File: config.mk
export PLATFORM = sky130hd
export DESIGN_NAME = scu_serial
export DESIGN_NICKNAME = d
export VERILOG_FILES = /design/src/rtl/scu_pkg.sv /design/src/rtl/scu_serial.sv
export SDC_FILE = /design/constraint.sdc
export NUM_CORES = 1
export LEC_CHECK = 0
export BUFFER_PORTS_ARGS = -buffer_cell sky130_fd_sc_hd__buf_4
export CORE_MARGIN = 2
export CORE_UTILIZATION = 50
export DETAILED_ROUTE_END_ITERATION = 6
export HOLD_SLACK_MARGIN = 0.06
export PLACE_DENSITY = 0.68
export SLEW_MARGIN = 10
export SYNTH_ARGS = -nofsm -noshare
export SYNTH_HDL_FRONTEND = slang
export SYNTH_SLANG_ARGS = --single-unit
File: constraint.sdc
create_clock -name clk -period 4.14 [get_ports clk]
set_input_delay 0.414 -clock clk [delete_from_list [all_inputs] [get_ports clk]]
set_output_delay 0.414 -clock clk [all_outputs]
set_load 0.02 [all_outputs]
File: src/rtl/scu_pkg.sv
/*
 * holds the shared constants and carriers of the serial unit: register
 * offsets, field layouts, reset values and the transmit state encoding.
 * assumes the unit reaches software over a plain 3-bit word address port.
 */
package scu_pkg;

    // ------------------------------------------------------------------
    // register offsets
    // ------------------------------------------------------------------
    localparam logic [2:0] SCU_A_CTRL = 3'h0;   // serial_control_reg
    localparam logic [2:0] SCU_A_STAT = 3'h1;   // serial_status_reg
    localparam logic [2:0] SCU_A_TXB  = 3'h2;   // tx_buffer
    localparam logic [2:0] SCU_A_RXB  = 3'h3;   // rx_buffer
    localparam logic [2:0] SCU_A_BAUD = 3'h4;   // baud divisor

    // ------------------------------------------------------------------
    // timing counts
    // ------------------------------------------------------------------
    localparam logic [3:0] SCU_OVS_LAST  = 4'hF; // last of 16 ticks per bit
    localparam logic [3:0] SCU_MID       = 4'h7; // sample point in a bit
    localparam logic [2:0] SCU_HALF_LAST = 3'h7; // last of 8 ticks per half shift clock
    localparam logic [3:0] SCU_EDGE_LAST = 4'hF; // 16 edges, 8 pulses
    localparam logic [3:0] SCU_SYNC_LAST = 4'h7; // 8 bits per character
    localparam logic [3:0] SCU_LAST_PLN  = 4'h9; // stop index, no extra bit
    localparam logic [3:0] SCU_LAST_EXT  = 4'hA; // stop index, extra bit

    // ------------------------------------------------------------------
    // carriers
    // ------------------------------------------------------------------
    typedef struct packed {
        logic [3:0] rsv;
        logic       tx_end_irq_en;
        logic       tx_irq_en;
        logic       rx_irq_en;
        logic       multiproc_rx_filter_en;
        logic       clk_sel_hi;             // 1: external clock
        logic       clk_sel_lo;
        logic       par_odd;
        logic       par_en;
        logic       mp_fmt;                 // multiprocessor format
        logic       sync_mode;              // clock synchronous mode
        logic       rx_enable_bit;
        logic       tx_enable_bit;
    } scu_ctrl_t;

    typedef struct packed {
        logic [7:0] rsv;
        logic       tx_multiproc_flag_bit;
        logic       rx_multiproc_flag_bit;
        logic       tx_end_flag;
        logic       parity_err_flag;
        logic       framing_err_flag;
        logic       overrun_err_flag;
        logic       rx_full_flag;
        logic       tx_empty_flag;
    } scu_stat_t;

    typedef enum logic [1:0] {
        SCU_TX_IDLE = 2'b00,
        SCU_TX_RUN  = 2'b01
    } scu_tx_st_t;

    typedef struct packed {
        scu_ctrl_t  ctrl;
        scu_stat_t  stat;
        logic [7:0] txbuf;
        logic [7:0] rxbuf;
        logic [7:0] baud;
    } scu_regs_t;

    typedef struct packed {
        logic [7:0] brg_cnt;
        logic       sg_act;
        logic [2:0] sg_cnt;
        logic [3:0] sg_edge;
        logic       sck_int;
        scu_tx_st_t tx_st;
        logic [9:0] tx_shift_reg;
        logic [3:0] tx_cnt;
        logic [3:0] tx_sub;
        logic       txd;
        logic       rx_act;
        logic [8:0] rx_shift_reg;
        logic [3:0] rx_cnt;
        logic [3:0] rx_sub;
    } scu_eng_t;

    // ------------------------------------------------------------------
    // reset values
    // ------------------------------------------------------------------
    localparam logic [15:0] SCU_CTRL_RST = 16'h0000;
    localparam logic [15:0] SCU_STAT_RST = 16'h0021; // empty and end set
    localparam logic [7:0]  SCU_BAUD_RST = 8'h0F;
    localparam scu_regs_t SCU_REGS_RST = '{ctrl: SCU_CTRL_RST, stat: SCU_STAT_RST,
                                           baud: SCU_BAUD_RST, default: '0};
    localparam scu_eng_t SCU_ENG_RST = '{sck_int: 1'b1, txd: 1'b1,
                                         tx_st: SCU_TX_IDLE, default: '0};

endpackage

File: src/rtl/scu_serial.sv
/*
 * serial_comm_unit: asynchronous (with multiprocessor format) and clock
 * synchronous 8-bit serial transfer, registers on a plain port.
 * assumes rxd_in and sck_in are asynchronous pins and that software
 * disables both directions before changing mode or format.
 */
// Function
// - extra frame bit: 1 is ID, 0 data
// - filter on: drop frames until ID frame
// - ID frame: set flag, clear filter, store
// - multiprocessor format ignores parity setting
// - sent flag bit comes from software control
// - synchronous character is exactly 8 data bits
// - drive on falling, sample on rising edge
// - LSB first, line holds MSB afterwards
// - double-buffered transmitter and receiver, independent in async mode only
// - internal clock: 8 pulses, idle high
// - transmit disable sets empty; receive disable keeps
// - empty clear: load shifter, set empty
// - last bit: chain or set end, hold
// - synchronous transmit blocked by error flags
// - full on completion: overrun, discard data
// - good character: store, set full
// - no reception while error flags set
// - controller read clears full automatically
// - async order: start, data, extra, stop
module scu_serial (
    // clock and reset
    input  wire logic        clk,
    input  wire logic        rst_n,
    // register port
    input  wire logic [2:0]  addr,
    input  wire logic [15:0] wdata,
    input  wire logic        wr,
    input  wire logic        rd,
    output logic      [15:0] rdata,
    // transfer_controller port
    input  wire logic        xfer_tx_wr,
    input  wire logic [7:0]  xfer_tx_data,
    input  wire logic        xfer_rx_rd,
    output logic      [7:0]  rx_data,
    // serial pins
    input  wire logic        rxd_in,
    output logic             txd_out,
    output logic             txd_oe,
    input  wire logic        sck_in,
    output logic             sck_out,
    output logic             sck_oe,
    // interrupt requests
    output logic             rx_full_irq,
    output logic             rx_error_irq,
    output logic             tx_empty_irq,
    output logic             tx_end_irq
);

    // ------------------------------------------------------------------
    // state
    // ------------------------------------------------------------------
    scu_pkg::scu_regs_t r, next_r;        // software visible state
    scu_pkg::scu_eng_t  e, next_e;        // shifters and counters
    logic [15:0]        next_rdata;       // read answer
    scu_pkg::scu_stat_t ws;               // write data as status
    logic rxd_s1, rxd_s;                  // receive pin synchroniser
    logic sck_s1, sck_s2, sck_s3;         // clock pin synchroniser
    logic brg_tick, t16, tog, frame_end;  // timing events
    logic s_fall, s_rise;                 // shift clock edges
    logic sync_m, int_sync, err, has_ext; // mode terms
    logic tx_load, sg_want, sg_start;     // engine controls
    logic c_done, c_ext, c_stop, c_per;   // character completion
    logic [7:0] c_data;                   // completed character
    logic [3:0] tx_last, rx_last;         // frame length by format

    // ------------------------------------------------------------------
    // pin synchronisers
    // ------------------------------------------------------------------
    // two flops on each pin; third clock flop only for edge detection
    always_ff @(posedge clk or negedge rst_n) begin
        if (!rst_n) begin
            rxd_s1 <= 1'b1;
            rxd_s  <= 1'b1;
            sck_s1 <= 1'b1;
            sck_s2 <= 1'b1;
            sck_s3 <= 1'b1;
        end else begin
            rxd_s1 <= rxd_in;
            rxd_s  <= rxd_s1;
            sck_s1 <= sck_in;
            sck_s2 <= sck_s1;
            sck_s3 <= sck_s2;
        end
    end

    // ------------------------------------------------------------------
    // mode and timing terms
    // ------------------------------------------------------------------
    assign ws        = wdata;
    assign sync_m    = r.ctrl.sync_mode;
    assign int_sync  = sync_m & ~r.ctrl.clk_sel_hi;
    assign err       = r.stat.overrun_err_flag | r.stat.framing_err_flag
                     | r.stat.parity_err_flag;
    assign has_ext   = r.ctrl.mp_fmt | r.ctrl.par_en;
    assign tx_last   = has_ext ? scu_pkg::SCU_LAST_EXT : scu_pkg::SCU_LAST_PLN;
    assign rx_last   = tx_last;
    assign brg_tick  = (e.brg_cnt == 8'h00);
    // external clock is 16x bit rate in async mode
    assign t16       = r.ctrl.clk_sel_hi ? (sck_s2 & ~sck_s3) : brg_tick;
    assign tog       = e.sg_act & brg_tick & (e.sg_cnt == scu_pkg::SCU_HALF_LAST);
    assign frame_end = tog & (e.sg_edge == scu_pkg::SCU_EDGE_LAST);
    // shift clock edges, internal or synchronised pin
    assign s_fall    = r.ctrl.clk_sel_hi ? (~sck_s2 & sck_s3) : (tog & e.sck_int);
    assign s_rise    = r.ctrl.clk_sel_hi ? (sck_s2 & ~sck_s3) : (tog & ~e.sck_int);
    // with the internal shift clock, start the transmitter only at a frame boundary of that clock
    assign tx_load   = r.ctrl.tx_enable_bit & (e.tx_st == scu_pkg::SCU_TX_IDLE)
                     & ~r.stat.tx_empty_flag
                     & (~sync_m | (~err & (r.ctrl.clk_sel_hi | ~e.sg_act
                     | frame_end)));
    assign sg_want   = int_sync & (tx_load | (e.tx_st == scu_pkg::SCU_TX_RUN)
                     | (r.ctrl.rx_enable_bit & ~err));
    assign sg_start  = ~e.sg_act & sg_want;

    // ------------------------------------------------------------------
    // next state
    // ------------------------------------------------------------------
    always_comb begin
        next_r     = r;
        next_e     = e;
        next_rdata = 16'h0000;
        c_done     = 1'b0;
        c_data     = 8'h00;
        c_ext      = 1'b0;
        c_stop     = 1'b1;
        // register reads, unmapped answer zero
        if (rd) begin
            case (addr)
                scu_pkg::SCU_A_CTRL: next_rdata = r.ctrl;
                scu_pkg::SCU_A_STAT: next_rdata = r.stat;
                scu_pkg::SCU_A_TXB:  next_rdata = {8'h00, r.txbuf};
                scu_pkg::SCU_A_RXB:  next_rdata = {8'h00, r.rxbuf};
                scu_pkg::SCU_A_BAUD: next_rdata = {8'h00, r.baud};
                default:             next_rdata = 16'h0000;
            endcase
        end
        // register writes; empty, full and error flags clear where a 0 is written
        if (wr) begin
            case (addr)
                scu_pkg::SCU_A_CTRL: begin
                    next_r.ctrl     = wdata;
                    next_r.ctrl.rsv = 4'h0;
                end
                scu_pkg::SCU_A_STAT: begin
                    next_r.stat.tx_empty_flag    = r.stat.tx_empty_flag & ws.tx_empty_flag;
                    next_r.stat.rx_full_flag     = r.stat.rx_full_flag & ws.rx_full_flag;
                    next_r.stat.overrun_err_flag = r.stat.overrun_err_flag & ws.overrun_err_flag;
                    next_r.stat.framing_err_flag = r.stat.framing_err_flag & ws.framing_err_flag;
                    next_r.stat.parity_err_flag  = r.stat.parity_err_flag & ws.parity_err_flag;
                    next_r.stat.tx_multiproc_flag_bit = ws.tx_multiproc_flag_bit;
                end
                scu_pkg::SCU_A_TXB:  next_r.txbuf = wdata[7:0];
                scu_pkg::SCU_A_BAUD: next_r.baud  = wdata[7:0];
                default: begin
                end
            endcase
        end
        // controller writes data and clears empty in one step
        if (xfer_tx_wr) begin
            next_r.txbuf               = xfer_tx_data;
            next_r.stat.tx_empty_flag  = 1'b0;
        end
        // controller read of the buffer clears full
        if (xfer_rx_rd) begin
            next_r.stat.rx_full_flag = 1'b0;
        end
        // baud divider
        next_e.brg_cnt = brg_tick ? r.baud : e.brg_cnt - 8'h01;
        // internal shift clock: 16 edges per character, idle high
        if (sg_start) begin
            next_e.sg_act  = 1'b1;
            next_e.sg_cnt  = 3'h0;
            next_e.sg_edge = 4'h0;
        end else if (e.sg_act && brg_tick) begin
            next_e.sg_cnt = e.sg_cnt + 3'h1;
            if (tog) begin
                next_e.sck_int = ~e.sck_int;
                next_e.sg_edge = e.sg_edge + 4'h1;
                if (frame_end) begin
                    next_e.sg_act = sg_want;
                end
            end
        end
        // transmitter
        if (!r.ctrl.tx_enable_bit) begin
            next_e.tx_st = scu_pkg::SCU_TX_IDLE;
            next_e.txd   = 1'b1;
        end else if (tx_load) begin
            // frame after the start bit: data, extra, stop
            if (sync_m) begin
                next_e.tx_shift_reg = {2'b11, r.txbuf};
            end else if (r.ctrl.mp_fmt) begin
                next_e.tx_shift_reg = {1'b1, r.stat.tx_multiproc_flag_bit, r.txbuf};
            end else begin
                next_e.tx_shift_reg = {1'b1, r.ctrl.par_en ? (^r.txbuf ^ r.ctrl.par_odd)
                                                  : 1'b1, r.txbuf};
            end
            next_r.stat.tx_empty_flag = 1'b1;
            next_r.stat.tx_end_flag   = 1'b0;
            next_e.tx_st  = scu_pkg::SCU_TX_RUN;
            next_e.tx_cnt = 4'h0;
            next_e.tx_sub = 4'h0;
            if (!sync_m) begin
                next_e.txd = 1'b0;
            end
        end else if (e.tx_st == scu_pkg::SCU_TX_RUN) begin
            if (sync_m) begin
                // one bit per falling edge, LSB first
                if (s_fall) begin
                    next_e.txd    = e.tx_shift_reg[0];
                    next_e.tx_shift_reg    = {1'b1, e.tx_shift_reg[9:1]};
                    next_e.tx_cnt = e.tx_cnt + 4'h1;
                    if (e.tx_cnt == scu_pkg::SCU_SYNC_LAST) begin
                        // last bit: reload follows, else hold MSB
                        next_e.tx_st = scu_pkg::SCU_TX_IDLE;
                        if (r.stat.tx_empty_flag) begin
                            next_r.stat.tx_end_flag = 1'b1;
                        end
                    end
                end
            end else if (t16) begin
                next_e.tx_sub = e.tx_sub + 4'h1;
                if (e.tx_sub == scu_pkg::SCU_OVS_LAST) begin
                    if (e.tx_cnt == tx_last) begin
                        next_e.tx_st = scu_pkg::SCU_TX_IDLE;
                    end else begin
                        next_e.txd    = e.tx_shift_reg[0];
                        next_e.tx_shift_reg    = {1'b1, e.tx_shift_reg[9:1]};
                        next_e.tx_cnt = e.tx_cnt + 4'h1;
                        // check the empty flag as the stop bit starts
                        if ((e.tx_cnt + 4'h1 == tx_last) && r.stat.tx_empty_flag) begin
                            next_r.stat.tx_end_flag = 1'b1;
                        end
                    end
                end
            end
        end
        // receiver, held while disabled or an error flag stands
        if (!r.ctrl.rx_enable_bit || err) begin
            next_e.rx_act = 1'b0;
            next_e.rx_cnt = 4'h0;
            next_e.rx_sub = 4'h0;
        end else if (sync_m) begin
            if (sg_start) begin
                next_e.rx_cnt = 4'h0;
            end else if (s_rise) begin
                next_e.rx_shift_reg    = {rxd_s, e.rx_shift_reg[8:1]};
                next_e.rx_cnt = e.rx_cnt + 4'h1;
                if (e.rx_cnt == scu_pkg::SCU_SYNC_LAST) begin
                    next_e.rx_cnt = 4'h0;
                    c_done        = 1'b1;
                    c_data        = {rxd_s, e.rx_shift_reg[8:2]};
                end
            end
        end else if (!e.rx_act) begin
            // start bit seen as a low line
            if (!rxd_s) begin
                next_e.rx_act = 1'b1;
                next_e.rx_cnt = 4'h0;
                next_e.rx_sub = 4'h0;
            end
        end else if (t16) begin
            next_e.rx_sub = e.rx_sub + 4'h1;
            if (e.rx_sub == scu_pkg::SCU_MID) begin
                next_e.rx_cnt = e.rx_cnt + 4'h1;
                if (e.rx_cnt == 4'h0 && rxd_s) begin
                    next_e.rx_act = 1'b0;                        // false start
                end else if (e.rx_cnt == rx_last) begin
                    next_e.rx_act = 1'b0;
                    c_done        = 1'b1;
                    c_stop        = rxd_s;
                    c_data        = has_ext ? e.rx_shift_reg[7:0] : e.rx_shift_reg[8:1];
                    c_ext         = has_ext & e.rx_shift_reg[8];
                end else if (e.rx_cnt != 4'h0) begin
                    next_e.rx_shift_reg = {rxd_s, e.rx_shift_reg[8:1]};
                end
            end
        end
        // parity check only in plain async format
        c_per = r.ctrl.par_en & ~r.ctrl.mp_fmt & ~sync_m
              & ((^{c_data, c_ext}) != r.ctrl.par_odd);
        // character completion
        if (c_done && !(r.ctrl.multiproc_rx_filter_en && r.ctrl.mp_fmt && !c_ext)) begin
            if (r.ctrl.mp_fmt) begin
                next_r.stat.rx_multiproc_flag_bit = c_ext;
                if (c_ext) begin
                    next_r.ctrl.multiproc_rx_filter_en = 1'b0;
                end
            end
            if (!c_stop) begin
                next_r.stat.framing_err_flag = 1'b1;
            end
            if (c_per) begin
                next_r.stat.parity_err_flag = 1'b1;
            end
            if (r.stat.rx_full_flag) begin
                next_r.stat.overrun_err_flag = 1'b1;
                next_r.stat.rx_full_flag     = 1'b1;
            end else begin
                next_r.rxbuf = c_data;
                if (c_stop && !c_per) begin
                    next_r.stat.rx_full_flag = 1'b1;
                end
            end
        end
        // transmit disable forces empty
        if (!r.ctrl.tx_enable_bit) begin
            next_r.stat.tx_empty_flag = 1'b1;
        end
    end

    // ------------------------------------------------------------------
    // state registers
    // ------------------------------------------------------------------
    always_ff @(posedge clk or negedge rst_n) begin
        if (!rst_n) begin
            r     <= scu_pkg::SCU_REGS_RST;
            e     <= scu_pkg::SCU_ENG_RST;
            rdata <= 16'h0000;
        end else begin
            r     <= next_r;
            e     <= next_e;
            rdata <= next_rdata;
        end
    end

    // ------------------------------------------------------------------
    // outputs
    // ------------------------------------------------------------------
    assign rx_data      = r.rxbuf;
    assign txd_out      = e.txd;
    assign txd_oe       = r.ctrl.tx_enable_bit;
    assign sck_out      = e.sck_int;
    assign sck_oe       = int_sync;
    assign rx_full_irq  = r.stat.rx_full_flag & r.ctrl.rx_irq_en;
    assign rx_error_irq = err & r.ctrl.rx_irq_en;
    assign tx_empty_irq = r.stat.tx_empty_flag & r.ctrl.tx_irq_en;
    assign tx_end_irq   = r.stat.tx_end_flag & r.ctrl.tx_end_irq_en;
endmodule

==> flow_metrics.tcl <==
set metrics [dict create \
    status "finished clean" \
    synth.most_common_cell "dfrtp_1" \
    cp.required_ps 4450 \
    place_congestion 0.910 \
    yosys.area.top_type "dfrtp_1" \
    min_path_type "in2reg" \
    drv_cap 0 \
    synth-async-reset-ratio_pct 100 \
    clk_root_buffer_cell "clkbuf_16" \
    postCtsSetupBuffers 0 \
    ir_drop_uv 335 \
    rows 40 \
    die_w_um 115 \
    ios 67 \
    grt_pass1_vias 4951 \
    grt_pass1_wl_mm 25.1 \
    fin_setup_tns_ps 0 \
    setup_violations 0 \
    ant_nets 0 \
    syn_area_um2 6210 \
    dr.pass1.iters 5 \
    synthCells 626 \
    cts_tree "done" \
    fmax_mhz 280 \
    fin_crit_sh_pct 86.4 \
    io_buffers 58 \
    worst_pin_slew_ps 1070 \
    htreeDepth 4 \
    grt_overflow 0 \
    cts_hold_buf 0 \
    cts_resized 0 \
    initial_utilization_pct 51.5 \
    drt_iter0_drc 395 \
    rsz0062_at_grt "no" \
    clk_latency_ps 420 \
    syn_to_final_growth_pct 17.9 \
    wire_per_inst_um 18.2 \
    dr_wl_met2_mm 7.40 \
    post-place-cells 827 \
    die_area_um2 13300 \
    p_leak_nw 3.13 \
    post-dp-hpwl_mm 11.4 \
    synth_area_leaders "dfrtp_1 42%, dfstp_2 5.5%, mux2_2 4.9%, o21ai_0 4.1%, nand2_1 3.4%" \
    clk_pin_slew_ps 60 \
    p_per_area_nw_per_um2 494 \
    yosysWarnings 0 \
    die_h_um 115 \
    slew_headroom_pct 28.0 \
    slew_viol_final 0 \
    routed.top_layer "met4" \
    nFillCells 1018 \
    coreArea_um2 12100 \
    fin_worst_skew_ps 9.30 \
    synth_edf_count 0 \
    drive_above_1_share_pct 22.9 \
    via_per_inst 5.86 \
    synth_seq_cells 116 \
    synth_area_per_cell_um2 9.91 \
    route.detailed.drc 0 \
    wl_met1_mm 7.17 \
    met3_length_um 850 \
    antenna_found_initial 0 \
    fin_crit_ps 3580 \
    clock-sinks 116 \
    grt_max_degree 75 \
    synth_top_flop_cell "dfrtp_1" \
    antennaDiodeCount 0 \
    synth_commonest_cells "103 x dfrtp_1, 56 x nand2_1, 51 x o21ai_0" \
    path_max_fanout 22 \
    finalNetCount 723 \
    cts_buffer_depth 2 \
    grt_use_total_pct 24.7 \
    synth_top_area_share_pct 41.5 \
    worstPathArrival_ps 3880 \
    ys_seq_area_share_pct 47.0 \
    cts_inserted_buffers 17 \
    ys_types 74 \
    routed_wl_mm 15.6 \
    endpoint_kind "flip-flop" \
    stdcell_count 859 \
    hold_viol_final 0 \
    critPathLaunchType "flip-flop" \
    vias 5035 \
    critical_path_class "reg2reg" \
]
==> report_power, final <==
group          leakage (nW)  internal (mW)  switching (mW)  total (mW)
Clock                 0.265          0.860           0.554        1.41
Combinational          1.37          0.317           0.388       0.705
Sequential             1.49           1.31           0.188        1.49
==> kinds of logic (layout without fill, tap and decap cells) <==
logic type	Yosys count	count (layout)	share of synthesized area (%)
adder cells (fa/ha/maj)	10	10	2.02
XOR/XNOR	24	24	3.83
AND/OR/NAND/NOR	200	200	17.1
other	1	4	0.0604
AO/OA/AOI/OAI	168	168	17.0
buffers and inverters	60	122	4.70
multiplexers	47	47	8.35
flip-flops	116	116	47.0
==> layout make-up <==
| class | instances | area, um2 | area share, % |
|---|---|---|---|
| multi-input combinational | 453 | 3020 | 41.2 |
| sequential | 116 | 2920 | 39.9 |
| timing repair buffer | 69 | 518 | 7.08 |
| clock buffer | 19 | 453 | 6.19 |
| tap | 168 | 210 | 2.87 |
| clock inverter | 13 | 124 | 1.69 |
| inverter | 21 | 78.8 | 1.08 |
==> flip-flops by register name, summed over array words and instances, names as in the netlist <==
register  cells
txd_out       1
r            34
sck_s1        1
sck_out       1
sck_s2        1
e            53
txd_oe        1
rdata        12
sync_m        1
rxd_s1        1
sck_s3        1
rxd_s         1
rx_data       8
==> per-layer routing <==
| layer | vias up | track usage, % |
|---|---|---|
| met4 | 0 | 7.31 |
| met3 | 22 | 7.17 |
| met5 | - | 0 |
| met1 | 2515 | 34.7 |
| met2 | 145 | 37.6 |
| li1 | 2353 | - |
==> placed cells by master (no fill, tap or decap), drive strengths merged, types with 7 or more instances in the layout <==
cell type and count:
a22oi 17, o22ai 10, dfstp 13, nor2 34, nand3 28, and2 18, nand2 56, mux2i 18
a21oi 27, xor2 7, mux2 28, xnor2 15, ha 10, o21ai 72, inv 24, nor2b 10
dfrtp 103, buf 69, clkbuf 19
==> path summary, 6_finish.rpt <==
check	start	end	slack [ps]	cells past startpoint
min in group asynchronous	rst_n	e[40]$_DFFE_PN0P_	140	1
worst max-delay path	r[43]$_DFFE_PN0P_	r[28]$_DFF_PN0_	560	8
worst min register to register	sck_s1$_DFF_PN1_	sck_s2$_DFF_PN1_	350	0
max in group asynchronous	rst_n	txd_out$_DFFE_PN1P_	3090	2
worst min-delay path	rxd_in	rxd_s1$_DFF_PN1_	100	1
worst max register to register	r[43]$_DFFE_PN0P_	r[28]$_DFF_PN0_	560	8
==> through the flow <==
stage / utilization [%] / worst slack [ps] / cell area [um2] / power (mW) / hold slack, ps
after floorplan: - / 1030 / 6220 / 1.97 / 118
after global placement: 55.9 / 757 / 6740 / 2.18 / 347
after detailed placement: 55.9 / 640 / 6740 / 2.21 / 350
after CTS: 60.7 / 621 / 7320 / 3.63 / 82.7
after global routing: 60.7 / 326 / 7320 / 3.80 / 82.7
final: 60.7 / 565 / 7320 / 3.61 / 95.5
==> critical path, cell delays in order (launching register included) <==
cell      delay, ps
dfrtp_1         470
or2_1           570
a21oi_1         230
nor3_2          480
nor3b_1         520
o21ai_2         100
a221oi_1        350
xnor3_1         510
a41o_1          240
Power figures use the tool's default switching activity.
